## config.mk

```make
export PLATFORM = sky130hd
export DESIGN_NAME = fpff_top
export DESIGN_NICKNAME = d
export VERILOG_FILES = /design/src/verilog/fpff_pkg.sv /design/src/verilog/fpff_top.sv
export SDC_FILE = /design/constraint.sdc
export NUM_CORES = 1
export LEC_CHECK = 0
export ABC_CLOCK_PERIOD_IN_PS = 3600
export BUFFER_PORTS_ARGS = -buffer_cell sky130_fd_sc_hd__buf_2
export CORE_MARGIN = 3
export CORE_UTILIZATION = 40
export DETAILED_ROUTE_END_ITERATION = 10
export GPL_TIMING_DRIVEN = 0
export PLACE_DENSITY_LB_ADDON = 0.2
export SYNTH_ARGS = -nofsm -noshare
export SYNTH_HDL_FRONTEND = slang
export SYNTH_SLANG_ARGS = --single-unit
```

## constraint.sdc

```tcl
create_clock -name clock -period 3.6 [get_ports clock]
set_input_delay 0.18 -clock clock [delete_from_list [all_inputs] [get_ports clock]]
set_output_delay 0.18 -clock clock [all_outputs]
set_load 0.005 [all_outputs]
```

## src/verilog/fpff_pkg.sv

```systemverilog
// Package with register map, field positions and reset values for the phase and FIFO flow block
package fpff_pkg;
	localparam logic [7:0] FPFF_OFS_DIGOUT = 8'h00;
	localparam logic [7:0] FPFF_OFS_RATE = 8'h04;
	localparam logic [7:0] FPFF_OFS_MSR = 8'h08;
	localparam logic [7:0] FPFF_OFS_DATA = 8'h0C;
	localparam logic [7:0] FPFF_OFS_SETUP = 8'h10;
	localparam logic [7:0] FPFF_OFS_CONFIG = 8'h14;
	localparam logic [7:0] FPFF_OFS_MODE = 8'h18;
	localparam int FPFF_DIGOUT_RST_BIT = 0;
	localparam int FPFF_DIGOUT_GATE_BIT = 1;
	localparam int FPFF_RATE_RST_BIT = 0;
	localparam int FPFF_SETUP_DMA_BIT = 0;
	localparam int FPFF_CFG_THR_LSB = 0;
	localparam int FPFF_CFG_FIFOEN_BIT = 4;
	localparam int FPFF_CFG_NOPOLL_BIT = 5;
	localparam int FPFF_CFG_PDOWN_BIT = 6;
	localparam int FPFF_MODE_BURST_BIT = 1;
	localparam int FPFF_MODE_LSB = 2;
	localparam int FPFF_MSR_REQ_BIT = 0;
	localparam int FPFF_MSR_DIR_BIT = 1;
	localparam int FPFF_MSR_BUSY_BIT = 2;
	localparam int FPFF_MSR_EXEC_BIT = 3;
	localparam int FPFF_MSR_ABN_BIT = 4;
	localparam int FPFF_MSR_DREQ_BIT = 5;
	localparam logic [1:0] FPFF_DIGOUT_RESET_VAL = 2'h1;
	localparam logic [6:0] FPFF_CONFIG_RESET_VAL = 7'h00;
	localparam logic [3:0] FPFF_MODE_RESET_VAL = 4'h0;
	localparam logic FPFF_SETUP_RESET_VAL = 1'b0;
	localparam int FPFF_FIFO_DEPTH = 16;
	localparam logic [1:0] FPFF_MODE_FIRST = 2'h0;
	localparam logic [1:0] FPFF_MODE_SECOND = 2'h1;
	localparam logic [1:0] FPFF_MODE_THIRD = 2'h3;
	typedef enum logic [4:0] {
		FPFF_PH_RESET = 5'h01,
		FPFF_PH_CMD = 5'h02,
		FPFF_PH_WAIT = 5'h04,
		FPFF_PH_EXEC = 5'h08,
		FPFF_PH_RES = 5'h10
	} fpff_phase_t;
endpackage

```

## src/verilog/fpff_top.sv

```systemverilog
// Command, execution and result sequencing with FIFO flow control behind an APB slave
`timescale 1ns/100ps
`default_nettype none
module fpff_top
	import fpff_pkg::*;
#(
	parameter int DEPTH = FPFF_FIFO_DEPTH
)
(
	input wire logic clock,
	input wire logic rst_n,
	input wire logic host_reset_pin_n,
	input wire logic psel,
	input wire logic penable,
	input wire logic pwrite,
	input wire logic [7:0] paddr,
	input wire logic [31:0] pwdata,
	output logic [31:0] prdata,
	output logic pready,
	output logic pslverr,
	input wire logic terminal_count_strobe,
	output logic dma_request,
	output logic controller_interrupt_out,
	output logic density_select,
	output logic drive_poll_en,
	output logic power_down,
	output logic [7:0] cmd_byte,
	output logic cmd_strobe,
	input wire logic core_byte_ack,
	input wire logic core_cmd_last,
	input wire logic core_cmd_illegal,
	input wire logic core_has_exec,
	input wire logic core_exec_read,
	input wire logic core_density_high,
	input wire logic [7:0] result_data,
	input wire logic result_last,
	output logic result_take,
	input wire logic disk_put,
	input wire logic [7:0] disk_byte,
	input wire logic disk_take,
	output logic [7:0] disk_data,
	input wire logic sector_end,
	input wire logic track_end
);
	localparam int PW = $clog2(DEPTH);
	localparam int CW = $clog2(DEPTH + 1);
	localparam logic [CW-1:0] DEPTH_C = CW'(DEPTH);

	fpff_phase_t phase_r;
	logic [2:0] prst_sync_r;
	logic [1:0] term_sync_r;
	logic term_seen_r;
	logic [1:0] digital_output_reg_r;
	logic rate_rst_r;
	logic setup_dma_r;
	logic [6:0] config_r;
	logic [3:0] mode_r;
	logic busy_r;
	logic exec_read_r;
	logic req_flag_r;
	logic irq_r;
	logic dreq_r;
	logic gap_r;
	logic sect_seen_r;
	logic done_pend_r;
	logic abnormal_r;
	logic [7:0] mem_r [DEPTH];
	logic [PW-1:0] wp_r;
	logic [PW-1:0] rp_r;
	logic [CW-1:0] cnt_r;
	logic pin_rst;
	logic core_rst;
	logic acc;
	logic wr_acc;
	logic rd_acc;
	logic data_wr;
	logic data_rd;
	logic in_exec;
	logic fifo_en;
	logic [CW-1:0] cap;
	logic push;
	logic pop;
	logic xrun;
	logic gate_en;
	logic term_now;

	// Bytes that must be held before a read-direction request fires
	function automatic logic [CW-1:0] read_level(input logic en, input logic [3:0] thr);
		logic [CW-1:0] lvl;
		lvl = DEPTH_C - CW'(thr) - CW'(1);
		if (!en || lvl == '0)
			lvl = CW'(1);
		return lvl;
	endfunction

	// Bytes left in FIFO at which a write-direction request returns
	function automatic logic [CW-1:0] write_level(input logic en, input logic [3:0] thr);
		return en ? CW'(thr) + CW'(1) : '0;
	endfunction

	assign pin_rst = prst_sync_r[2];
	assign core_rst = pin_rst | digital_output_reg_r[FPFF_DIGOUT_RST_BIT] | rate_rst_r;
	assign acc = psel & penable & pready;
	assign wr_acc = acc & pwrite;
	assign rd_acc = acc & ~pwrite;
	assign data_wr = wr_acc & (paddr == FPFF_OFS_DATA);
	assign data_rd = rd_acc & (paddr == FPFF_OFS_DATA);
	assign in_exec = (phase_r == FPFF_PH_EXEC);
	// FIFO stays one byte deep outside execution and until configured
	assign fifo_en = config_r[FPFF_CFG_FIFOEN_BIT] & in_exec;
	assign cap = fifo_en ? DEPTH_C : CW'(1);
	assign push = in_exec & (exec_read_r ? disk_put : data_wr) & (cnt_r != cap);
	assign pop = in_exec & (exec_read_r ? data_rd : disk_take) & (cnt_r != '0);
	assign xrun = in_exec & ((exec_read_r & disk_put & (cnt_r == cap))
		| (~exec_read_r & disk_take & (cnt_r == '0) & ~term_seen_r));
	assign gate_en = (mode_r[3:2] == FPFF_MODE_SECOND)
		| digital_output_reg_r[FPFF_DIGOUT_GATE_BIT];
	assign term_now = term_sync_r[1] & ~term_seen_r;

	// Pin reset is synchronised and delayed through three stages so release is clean
	always_ff @(posedge clock or negedge rst_n)
	begin
		if (!rst_n)
			prst_sync_r <= 3'h7;
		else
			prst_sync_r <= {prst_sync_r[1], prst_sync_r[0], ~host_reset_pin_n};
	end

	always_ff @(posedge clock or negedge rst_n)
	begin
		if (!rst_n)
			term_sync_r <= 2'h0;
		else
			term_sync_r <= {term_sync_r[0], terminal_count_strobe};
	end

	// Setup register survives the pin reset; only power-on clears it
	always_ff @(posedge clock or negedge rst_n)
	begin
		if (!rst_n)
			setup_dma_r <= FPFF_SETUP_RESET_VAL;
		else if (wr_acc && paddr == FPFF_OFS_SETUP)
			setup_dma_r <= pwdata[FPFF_SETUP_DMA_BIT];
	end

	always_ff @(posedge clock or negedge rst_n)
	begin
		if (!rst_n)
		begin
			digital_output_reg_r <= FPFF_DIGOUT_RESET_VAL;
			mode_r <= FPFF_MODE_RESET_VAL;
			rate_rst_r <= 1'b0;
		end
		else if (pin_rst)
		begin
			digital_output_reg_r <= FPFF_DIGOUT_RESET_VAL;
			mode_r <= FPFF_MODE_RESET_VAL;
			rate_rst_r <= 1'b0;
		end
		else
		begin
			rate_rst_r <= 1'b0;
			if (wr_acc && paddr == FPFF_OFS_DIGOUT)
				digital_output_reg_r <= pwdata[1:0];
			if (wr_acc && paddr == FPFF_OFS_RATE)
				rate_rst_r <= pwdata[FPFF_RATE_RST_BIT];
			if (wr_acc && paddr == FPFF_OFS_MODE)
				mode_r <= {pwdata[3:2], pwdata[FPFF_MODE_BURST_BIT], 1'b0};
		end
	end

	// Configuration is wiped by every reset: FIFO off, polling on, powered up
	always_ff @(posedge clock or negedge rst_n)
	begin
		if (!rst_n)
			config_r <= FPFF_CONFIG_RESET_VAL;
		else if (core_rst)
			config_r <= FPFF_CONFIG_RESET_VAL;
		else if (wr_acc && paddr == FPFF_OFS_CONFIG)
			config_r <= pwdata[6:0];
	end

	// Phase sequencing
	always_ff @(posedge clock or negedge rst_n)
	begin
		if (!rst_n)
		begin
			phase_r <= FPFF_PH_RESET;
			busy_r <= 1'b0;
			exec_read_r <= 1'b0;
			cmd_byte <= 8'h00;
			cmd_strobe <= 1'b0;
			result_take <= 1'b0;
		end
		else if (core_rst)
		begin
			phase_r <= FPFF_PH_RESET;
			busy_r <= 1'b0;
			cmd_strobe <= 1'b0;
			result_take <= 1'b0;
		end
		else
		begin
			cmd_strobe <= 1'b0;
			result_take <= 1'b0;
			case (phase_r)
				FPFF_PH_RESET:
					phase_r <= FPFF_PH_CMD;
				FPFF_PH_CMD:
					if (data_wr)
					begin
						cmd_byte <= pwdata[7:0];
						cmd_strobe <= 1'b1;
						busy_r <= 1'b1;
						phase_r <= FPFF_PH_WAIT;
					end
				FPFF_PH_WAIT:
					if (core_cmd_illegal)
						phase_r <= FPFF_PH_RES;
					else if (core_cmd_last)
					begin
						exec_read_r <= core_exec_read;
						phase_r <= core_has_exec ? FPFF_PH_EXEC : FPFF_PH_RES;
					end
					else if (core_byte_ack)
						phase_r <= FPFF_PH_CMD;
				FPFF_PH_EXEC:
					if (xrun || (done_pend_r && cnt_r == '0))
						phase_r <= FPFF_PH_RES;
				FPFF_PH_RES:
					if (data_rd)
					begin
						result_take <= 1'b1;
						if (result_last)
						begin
							busy_r <= 1'b0;
							phase_r <= FPFF_PH_CMD;
						end
					end
				default:
					phase_r <= FPFF_PH_RESET;
			endcase
		end
	end

	// Termination tracking
	always_ff @(posedge clock or negedge rst_n)
	begin
		if (!rst_n)
		begin
			term_seen_r <= 1'b0;
			sect_seen_r <= 1'b0;
			done_pend_r <= 1'b0;
			abnormal_r <= 1'b0;
		end
		else if (core_rst || phase_r == FPFF_PH_WAIT)
		begin
			term_seen_r <= 1'b0;
			sect_seen_r <= 1'b0;
			done_pend_r <= 1'b0;
			abnormal_r <= core_rst ? 1'b0 : abnormal_r & ~core_cmd_last;
		end
		else if (in_exec)
		begin
			if (term_now)
				term_seen_r <= 1'b1;
			if (sector_end)
				sect_seen_r <= 1'b1;
			else if (term_now)
				sect_seen_r <= 1'b0;
			// Host stopping before the sector ends still finishes it
			if (sector_end && (term_seen_r || term_now))
			begin
				done_pend_r <= 1'b1;
				abnormal_r <= term_seen_r & ~sect_seen_r;
			end
			if (track_end)
				done_pend_r <= 1'b1;
			if (xrun)
				abnormal_r <= 1'b1;
		end
	end

	// Data FIFO storage; DEPTH must be a power of two for pointer wrap
	always_ff @(posedge clock)
	begin
		if (push)
			mem_r[wp_r] <= exec_read_r ? disk_byte : pwdata[7:0];
	end

	always_ff @(posedge clock or negedge rst_n)
	begin
		if (!rst_n)
		begin
			wp_r <= '0;
			rp_r <= '0;
			cnt_r <= '0;
			disk_data <= 8'h00;
		end
		else if (core_rst || !in_exec || xrun)
		begin
			wp_r <= '0;
			rp_r <= '0;
			cnt_r <= '0;
		end
		else
		begin
			if (push)
				wp_r <= wp_r + PW'(1);
			if (pop)
				rp_r <= rp_r + PW'(1);
			if (pop && !exec_read_r)
				disk_data <= mem_r[rp_r];
			if (push && !pop)
				cnt_r <= cnt_r + CW'(1);
			else if (pop && !push)
				cnt_r <= cnt_r - CW'(1);
		end
	end

	// Service request for host or DMA; a request may linger while the core drains
	always_ff @(posedge clock or negedge rst_n)
	begin
		if (!rst_n)
			dreq_r <= 1'b0;
		else if (core_rst || !in_exec)
			dreq_r <= phase_r == FPFF_PH_WAIT && core_cmd_last && core_has_exec
				&& !core_exec_read && !core_rst;
		else if (exec_read_r)
		begin
			if (cnt_r == '0 || (pop && cnt_r == CW'(1)))
				dreq_r <= 1'b0;
			else if (cnt_r >= read_level(fifo_en, config_r[3:0]) || sect_seen_r)
				dreq_r <= 1'b1;
		end
		else
		begin
			if (term_seen_r || cnt_r == cap || (push && cnt_r + CW'(1) == cap))
				dreq_r <= 1'b0;
			else if (cnt_r <= write_level(fifo_en, config_r[3:0]))
				dreq_r <= 1'b1;
		end
	end

	// Single mode drops the DMA request for one cycle after each byte
	always_ff @(posedge clock or negedge rst_n)
	begin
		if (!rst_n)
			gap_r <= 1'b0;
		else
			gap_r <= ~mode_r[1] & (push | pop) & (data_wr | data_rd);
	end

	// Host-visible request flag and interrupt
	always_ff @(posedge clock or negedge rst_n)
	begin
		if (!rst_n)
		begin
			req_flag_r <= 1'b0;
			irq_r <= 1'b0;
		end
		else if (core_rst)
		begin
			req_flag_r <= 1'b0;
			irq_r <= 1'b0;
		end
		else
		begin
			case (phase_r)
				FPFF_PH_CMD:
				begin
					req_flag_r <= ~data_wr;
					irq_r <= 1'b0;
				end
				FPFF_PH_RES:
				begin
					req_flag_r <= ~(data_rd & result_last);
					if (data_rd)
						irq_r <= 1'b0;
				end
				FPFF_PH_EXEC:
				begin
					req_flag_r <= ~setup_dma_r & dreq_r;
					irq_r <= ~setup_dma_r & dreq_r;
				end
				FPFF_PH_WAIT:
				begin
					req_flag_r <= core_byte_ack & ~core_cmd_last & ~core_cmd_illegal;
					irq_r <= core_cmd_illegal | (core_cmd_last & ~core_has_exec);
				end
				default:
				begin
					req_flag_r <= 1'b0;
					irq_r <= 1'b0;
				end
			endcase
			if (in_exec && (xrun || (done_pend_r && cnt_r == '0)))
			begin
				req_flag_r <= 1'b1;
				irq_r <= 1'b1;
			end
		end
	end

	// Pin outputs
	always_ff @(posedge clock or negedge rst_n)
	begin
		if (!rst_n)
		begin
			dma_request <= 1'b0;
			controller_interrupt_out <= 1'b0;
			density_select <= 1'b0;
			drive_poll_en <= 1'b0;
			power_down <= 1'b0;
		end
		else
		begin
			dma_request <= setup_dma_r & in_exec & dreq_r & gate_en & ~gap_r
				& ~term_seen_r & ~term_now & ~core_rst;
			controller_interrupt_out <= irq_r & gate_en;
			if (mode_r[3:2] == FPFF_MODE_THIRD)
				density_select <= ~core_density_high;
			else
				density_select <= core_density_high;
			drive_poll_en <= ~core_rst & ~config_r[FPFF_CFG_NOPOLL_BIT];
			power_down <= ~core_rst & config_r[FPFF_CFG_PDOWN_BIT];
		end
	end

	// APB slave: no wait cycles, read data prepared in the setup cycle
	always_ff @(posedge clock or negedge rst_n)
	begin
		if (!rst_n)
		begin
			pready <= 1'b0;
			pslverr <= 1'b0;
			prdata <= 32'h0000_0000;
		end
		else
		begin
			pready <= psel & ~penable;
			pslverr <= 1'b0;
			if (psel && !penable)
			begin
				prdata <= 32'h0000_0000;
				case (paddr)
					FPFF_OFS_DIGOUT:
						prdata[1:0] <= digital_output_reg_r;
					FPFF_OFS_RATE:
						prdata[0] <= rate_rst_r;
					FPFF_OFS_MSR:
					begin
						prdata[FPFF_MSR_REQ_BIT] <= req_flag_r;
						prdata[FPFF_MSR_DIR_BIT] <= (phase_r == FPFF_PH_RES)
							| (in_exec & exec_read_r);
						prdata[FPFF_MSR_BUSY_BIT] <= busy_r;
						prdata[FPFF_MSR_EXEC_BIT] <= in_exec;
						prdata[FPFF_MSR_ABN_BIT] <= abnormal_r;
						prdata[FPFF_MSR_DREQ_BIT] <= dma_request;
					end
					FPFF_OFS_DATA:
						if (phase_r == FPFF_PH_RES)
							prdata[7:0] <= result_data;
						else if (in_exec && cnt_r != '0)
							prdata[7:0] <= mem_r[rp_r];
					FPFF_OFS_SETUP:
						prdata[0] <= setup_dma_r;
					FPFF_OFS_CONFIG:
						prdata[6:0] <= config_r;
					FPFF_OFS_MODE:
						prdata[3:0] <= mode_r;
					default:
						pslverr <= 1'b1;
				endcase
			end
		end
	end
endmodule
`default_nettype wire
```

Word level (Yosys, flattened, before mapping)
Memories as Yosys holds them, arrays and structs flattened.
Cells that the tools add are included.
Widths: inputs -> output; s select.
{ "totals": {"ff_bits": 81, "mem_bits_rw": 128, "inputBits": 74, "out_inout_bits": 57, "elab_cells": 285, "n_memories": 1} }
{ "memory_table": {"columns": ["memory", "depth", "width", "rd", "rd_ports_with_merged_regs", "write_ports", "line_no", "source"], "rows": [
  ["mem_r", 16, 8, 1, 0, 1, "fpff_top.sv:67", "logic [7:0] mem_r [DEPTH];"]
]} }
{ "classes": {"addsub": 7, "n_lt_le_gt_ge": 2, "n_eq_ne": 24, "mux": 87, "bitwise": 66, "reduce_logical": 65} }
{ "ops": {"columns": ["cell", "count"], "rows": [
  ["$mux 5", 18],
  ["$mux 1", 47],
  ["$and 1x1->1", 39],
  ["$pmux 5 s5", 1],
  ["$eq 8x5->1 const B", 3],
  ["$mux 4", 6],
  ["$mux 8", 3],
  ["$logic_and 1x1->1", 19],
  ["$not 1->1", 19],
  ["$eq 8x4->1 const B", 2],
  ["$reduce_bool 3->1", 5],
  ["$mux 7", 2],
  ["$reduce_bool 2->1", 7],
  ["$reduce_and 2->1", 6],
  ["$eq 5x1->1 const B", 2],
  ["$eq 5x5->1", 2],
  ["$logic_not 5->1", 2],
  ["$logic_or 1x1->1", 10],
  ["$sub 5x1->5 const B", 2],
  ["$ne 3x3->1 const B", 3],
  ["$add 4x1->4 const B", 2],
  ["$eq 8x3->1 const B", 1],
  ["$logic_not 1->1", 8],
  ["$logic_not 8->1", 1],
  ["31 further kinds", 41]
]} }

Longest topological paths before layout
{ "logic_depth": {"word_depth": 18, "ltp_mapped": 12, "depth_no_buf": 10} }

Worst setup path after synthesis
OpenSTA, ideal clock, no wires.
{ "synth_path": {"kind": "register to register", "start": "register cnt_r[0]", "end": "register cnt_r[3]", "setup_ps": 124, "t_arrival_ps": 2583, "required_time_ps": 3476, "setup_slack_ps": 894, "stages_incl_launch_ff": 12, "n_path_buf": 3, "period_less_slack_ps": 2706, "cell_sequence": "dfrtp_1 > clkbuf_1 > inv_1 > ha_1 > or4b_1 > clkbuf_1 > and3_1 > clkbuf_1 > o21a_1 > or4_4 > a21oi_1 > nor3b_2"} }
{ "synth_via": {"elab_chain_cells": 7, "word_cells_on_any_way": 22, "cone_classes": "add/sub (2); eq/ne (2); mux (3); bitwise (7); reduce/logical (8)"} }
{ "synth_rtl": {"columns": ["item", "line_no", "source"], "rows": [
  ["from (decl)", "fpff_top.sv:70", "logic [CW-1:0] cnt_r;"],
  ["from (signal assigned)", "fpff_top.sv:315", "cnt_r <= cnt_r + CW'(1);"],
  ["from (signal assigned)", "fpff_top.sv:317", "cnt_r <= cnt_r - CW'(1);"],
  ["branches (longest 7 deep; another with $sub 5x1->5)", null, null]
]} }
Parallel ways; which one is timed is not known. The select of a mux whose other input is x is not followed.
A chain may end at the register's enable or synchronous reset.

Final worst setup path
{ "layout_path": {"start": "register cnt_r[0]", "end": "register cnt_r[4]"} }
Same word-level chain as after synthesis.

==> impl_metrics.tcl <==
set metrics [dict create \
    synth_edf_count 128 \
    final_common_cell "edfxtp_1" \
    async_flop_share_pct 38.46 \
    holdWs_ns 0.01277 \
    min_period_ns 3.286 \
    power_density_mw_per_mm2 428.3 \
    muxShareOfSynthArea_pct 10.71 \
    worstHoldPathCells 4 \
    drive_above_1_share_pct 21.95 \
    synthFlopType "edfxtp_1" \
    cp_max_fo 10 \
    cts.sinks 208 \
    end_kind "flip-flop" \
    ant_nets 0 \
    nets 1009 \
    die_w_um 162.5 \
    cts-buffers-inserted 23 \
    final_cell_mix "edfxtp_1 (128), buf_2 (86), dfrtp_1 (75), nand2_1 (55), nor2_1 (42)" \
    htree_levels 1 \
    power_mw 4.986 \
    clock_skew_ns 0.01714 \
    diodes 0 \
    wire_per_inst_um 20.79 \
    rsz0062_at_grt "no" \
    synth_top_family_by_area "simple AND/OR/NAND/NOR gates" \
    max_slew_margin_pct 31.98 \
    vias 6851 \
    placed_cell_area_mm2 0.01072 \
    rows 56 \
    synthAdderAreaFrac_pct 2.300 \
    io_pins 131 \
    hpwl_um 18630 \
    synthesis.area_per_instance_um2 12.78 \
    dp_cells 1191 \
    yosysWarnings 0 \
    netlist_area_mm2 0.009791 \
    critPathKind "reg -> reg" \
    clk_latency_ns 0.52 \
    cts.clk_slew.worst_paths_ns 0.05 \
    ys_seq_area_share_pct 59.77 \
    drt_iter0_drc 584 \
    cts_tree "built" \
    drcViolationCount 0 \
    io_buffers 81 \
    hp-class "in -> reg" \
    synth_compound_area_share_pct 9.802 \
    worstHoldStart "paddr[5]" \
    grt_pass1_wl_um 39540 \
    critical_path_required_ns 3.99 \
    fmax_mhz 304.4 \
    ir_worst_vdd_mv 0.3461 \
    p_leak_nw 4.563 \
    status "finished, final reports clean" \
    maxCapViolCount 0 \
    post_cts_buffers 0 \
    die_area_mm2 0.02639 \
    instances_no_fill 1253 \
    floorplan.initialDensity_pct 41.22 \
    drt-total-wl_um 26050 \
    syn_inst 766 \
    timing.rr.start "cnt_r[0]" \
    area_growth_pct 18.89 \
    synth-simple-area-share_pct 11.77 \
    grt_max_degree 50 \
    setup_viol 0 \
    cts-root-buf "clkbuf_16" \
    reg2reg_setup_slack_ns 0.31 \
    finalSetupTns_ns 0 \
    synth_cell_types 65 \
    hold_viol_final 0 \
    clk_path_buf_depth 3 \
    synth_xor_area_share_pct 1.342 \
    timing.final.crit_share_pct 91.27 \
    start_kind "flip-flop" \
    grtUsageTotal_pct 19.50 \
    critPathArrivalTime_ns 3.67 \
    dr.pass1.iters 5 \
    place_congestion 0.8664 \
    grt_pass1_vias 6622 \
    core_mm2 0.02375 \
    final_area_mm2 0.01164 \
    dieHeight_um 162.5 \
    r2r-end "cnt_r[4]" \
    viasPerCell 5.468 \
    tightestPinTransition_ns 1.020 \
    reg2regPathDepth 12 \
    slew_viol_final 0 \
    ys_seq_elements 208 \
    hold_end "rate_rst_r" \
    antenna_found_initial 0 \
    grt-ovfl-total 0 \
]
[stage by stage]
stage / setup slack (ns) / util [%]
after detailed placement: 0.3569 / 45.14
after floorplan: 0.8939 / -
final: 0.3144 / 49.00
after global placement: 0.3422 / 44.97
after CTS: 0.3374 / 49.00
after global routing: 0.08765 / 49.00
[logic make-up (layout without fill, tap and decap cells)]
family,after synthesis,in the layout
other,1,24
DFF,208,208
xor gates and xnor gates,15,15
buffers and inverters,83,228
muxes,79,79
AOI/OAI and AO/OA,139,139
adders and majority gates,18,18
and+or+nand+nor,223,223
[report_power, final]
group | internal [mW] | switching, mW | total [mW]
clock | 1.30 | 0.952 | 2.25
combinational | 0.0758 | 0.107 | 0.183
sequential | 2.55 | 0.00376 | 2.55
total | 3.92 | 1.06 | 4.99
[worst max path at each step]
stage                     slack [ns]        from           to
after floorplan                 0.89    cnt_r[0]     cnt_r[3]
after global placement          0.34    cnt_r[0]     cnt_r[4]
after detailed placement        0.36    cnt_r[0]     cnt_r[4]
after CTS                       0.34    cnt_r[0]     cnt_r[4]
after global routing            0.09  phase_r[4]  mem_r[5][1]
final                           0.31    cnt_r[0]     cnt_r[4]
[flip-flops by register name, summed over array words and instances, names as in the netlist, 2 cells and up]
signal,count
mem_r,128
cmd_byte,8
disk_data,8
prdata,8
config_r,7
cnt_r,5
phase_r,5
rp_r,4
wp_r,4
mode_r,3
prst_sync_r,3
digital_output_reg_r,2
term_sync_r,2
[cell type report]
cell class,count,area (um^2)
well taps,319,399.1
plain buffers,65,350.3
fillers,2115,12110
multi-input cells,498,3607
flip-flops and latches,208,5852
clock inverters,10,87.58
clock buffers,32,629.4
repair buffers,103,646.9
inverters,18,67.56
[timing repair]
item | in CTS | in global routing
setup endpoints to repair | 0 | 1
hold buffers | 20 | 0
hold endpoints to repair | 54 | 0
resized for setup | 0 | 1
[cells in the mapped netlist (3+ instances only)]
cell type	number	area share (%)
and2_1	16	1.0
a31oi_1	6	0.38
inv_1	17	0.65
nor3_1	16	0.82
nand3_1	27	1.4
xnor2_1	9	0.81
o21ai_0	34	1.7
nor3b_1	4	0.31
mux2_2	26	3.0
nand2b_1	6	0.38
buf_4	24	1.8
nand4_1	4	0.26
a22oi_1	9	0.69
mux4_2	18	4.1
o31ai_1	3	0.23
and3_1	10	0.64
o211ai_1	3	0.23
buf_2	6	0.31
nand2_1	55	2.1
ha_1	18	2.3
and4_1	4	0.36
nor2b_1	8	0.51
nand4b_1	3	0.27
clkbuf_1	31	1.2
nor2_1	42	1.6
o22ai_1	4	0.26
dfrtp_1	75	19
edfxtp_1	128	39
mux2i_1	35	3.6
dfstp_2	5	1.3
a21oi_1	31	1.6
or3_1	8	0.51
a221oi_1	22	2.0
a221o_1	5	0.51
nor4_1	7	0.45
a21o_1	7	0.54
xor2_1	6	0.54
[routing by layer]
metal	routed length [um]	track usage, %
met2	12070	30.42
met1	11820	28.98
met3	1669	2.899
met5	0	0
met4	492	4.537
[worst max-delay path, cell delays in order, from the launching register on]
cell and delay, ns:
dfrtp_1 0.40, clkbuf_1 0.22, inv_1 0.19, ha_1 0.23, or4b_1 0.44, clkbuf_1 0.18, and3_1 0.21, clkbuf_1 0.20
o21a_1 0.21, buf_2 0.22, nor4_1 0.39, o21ai_0 0.13, nor3b_1 0.16
Power figures use the tool's default switching activity.
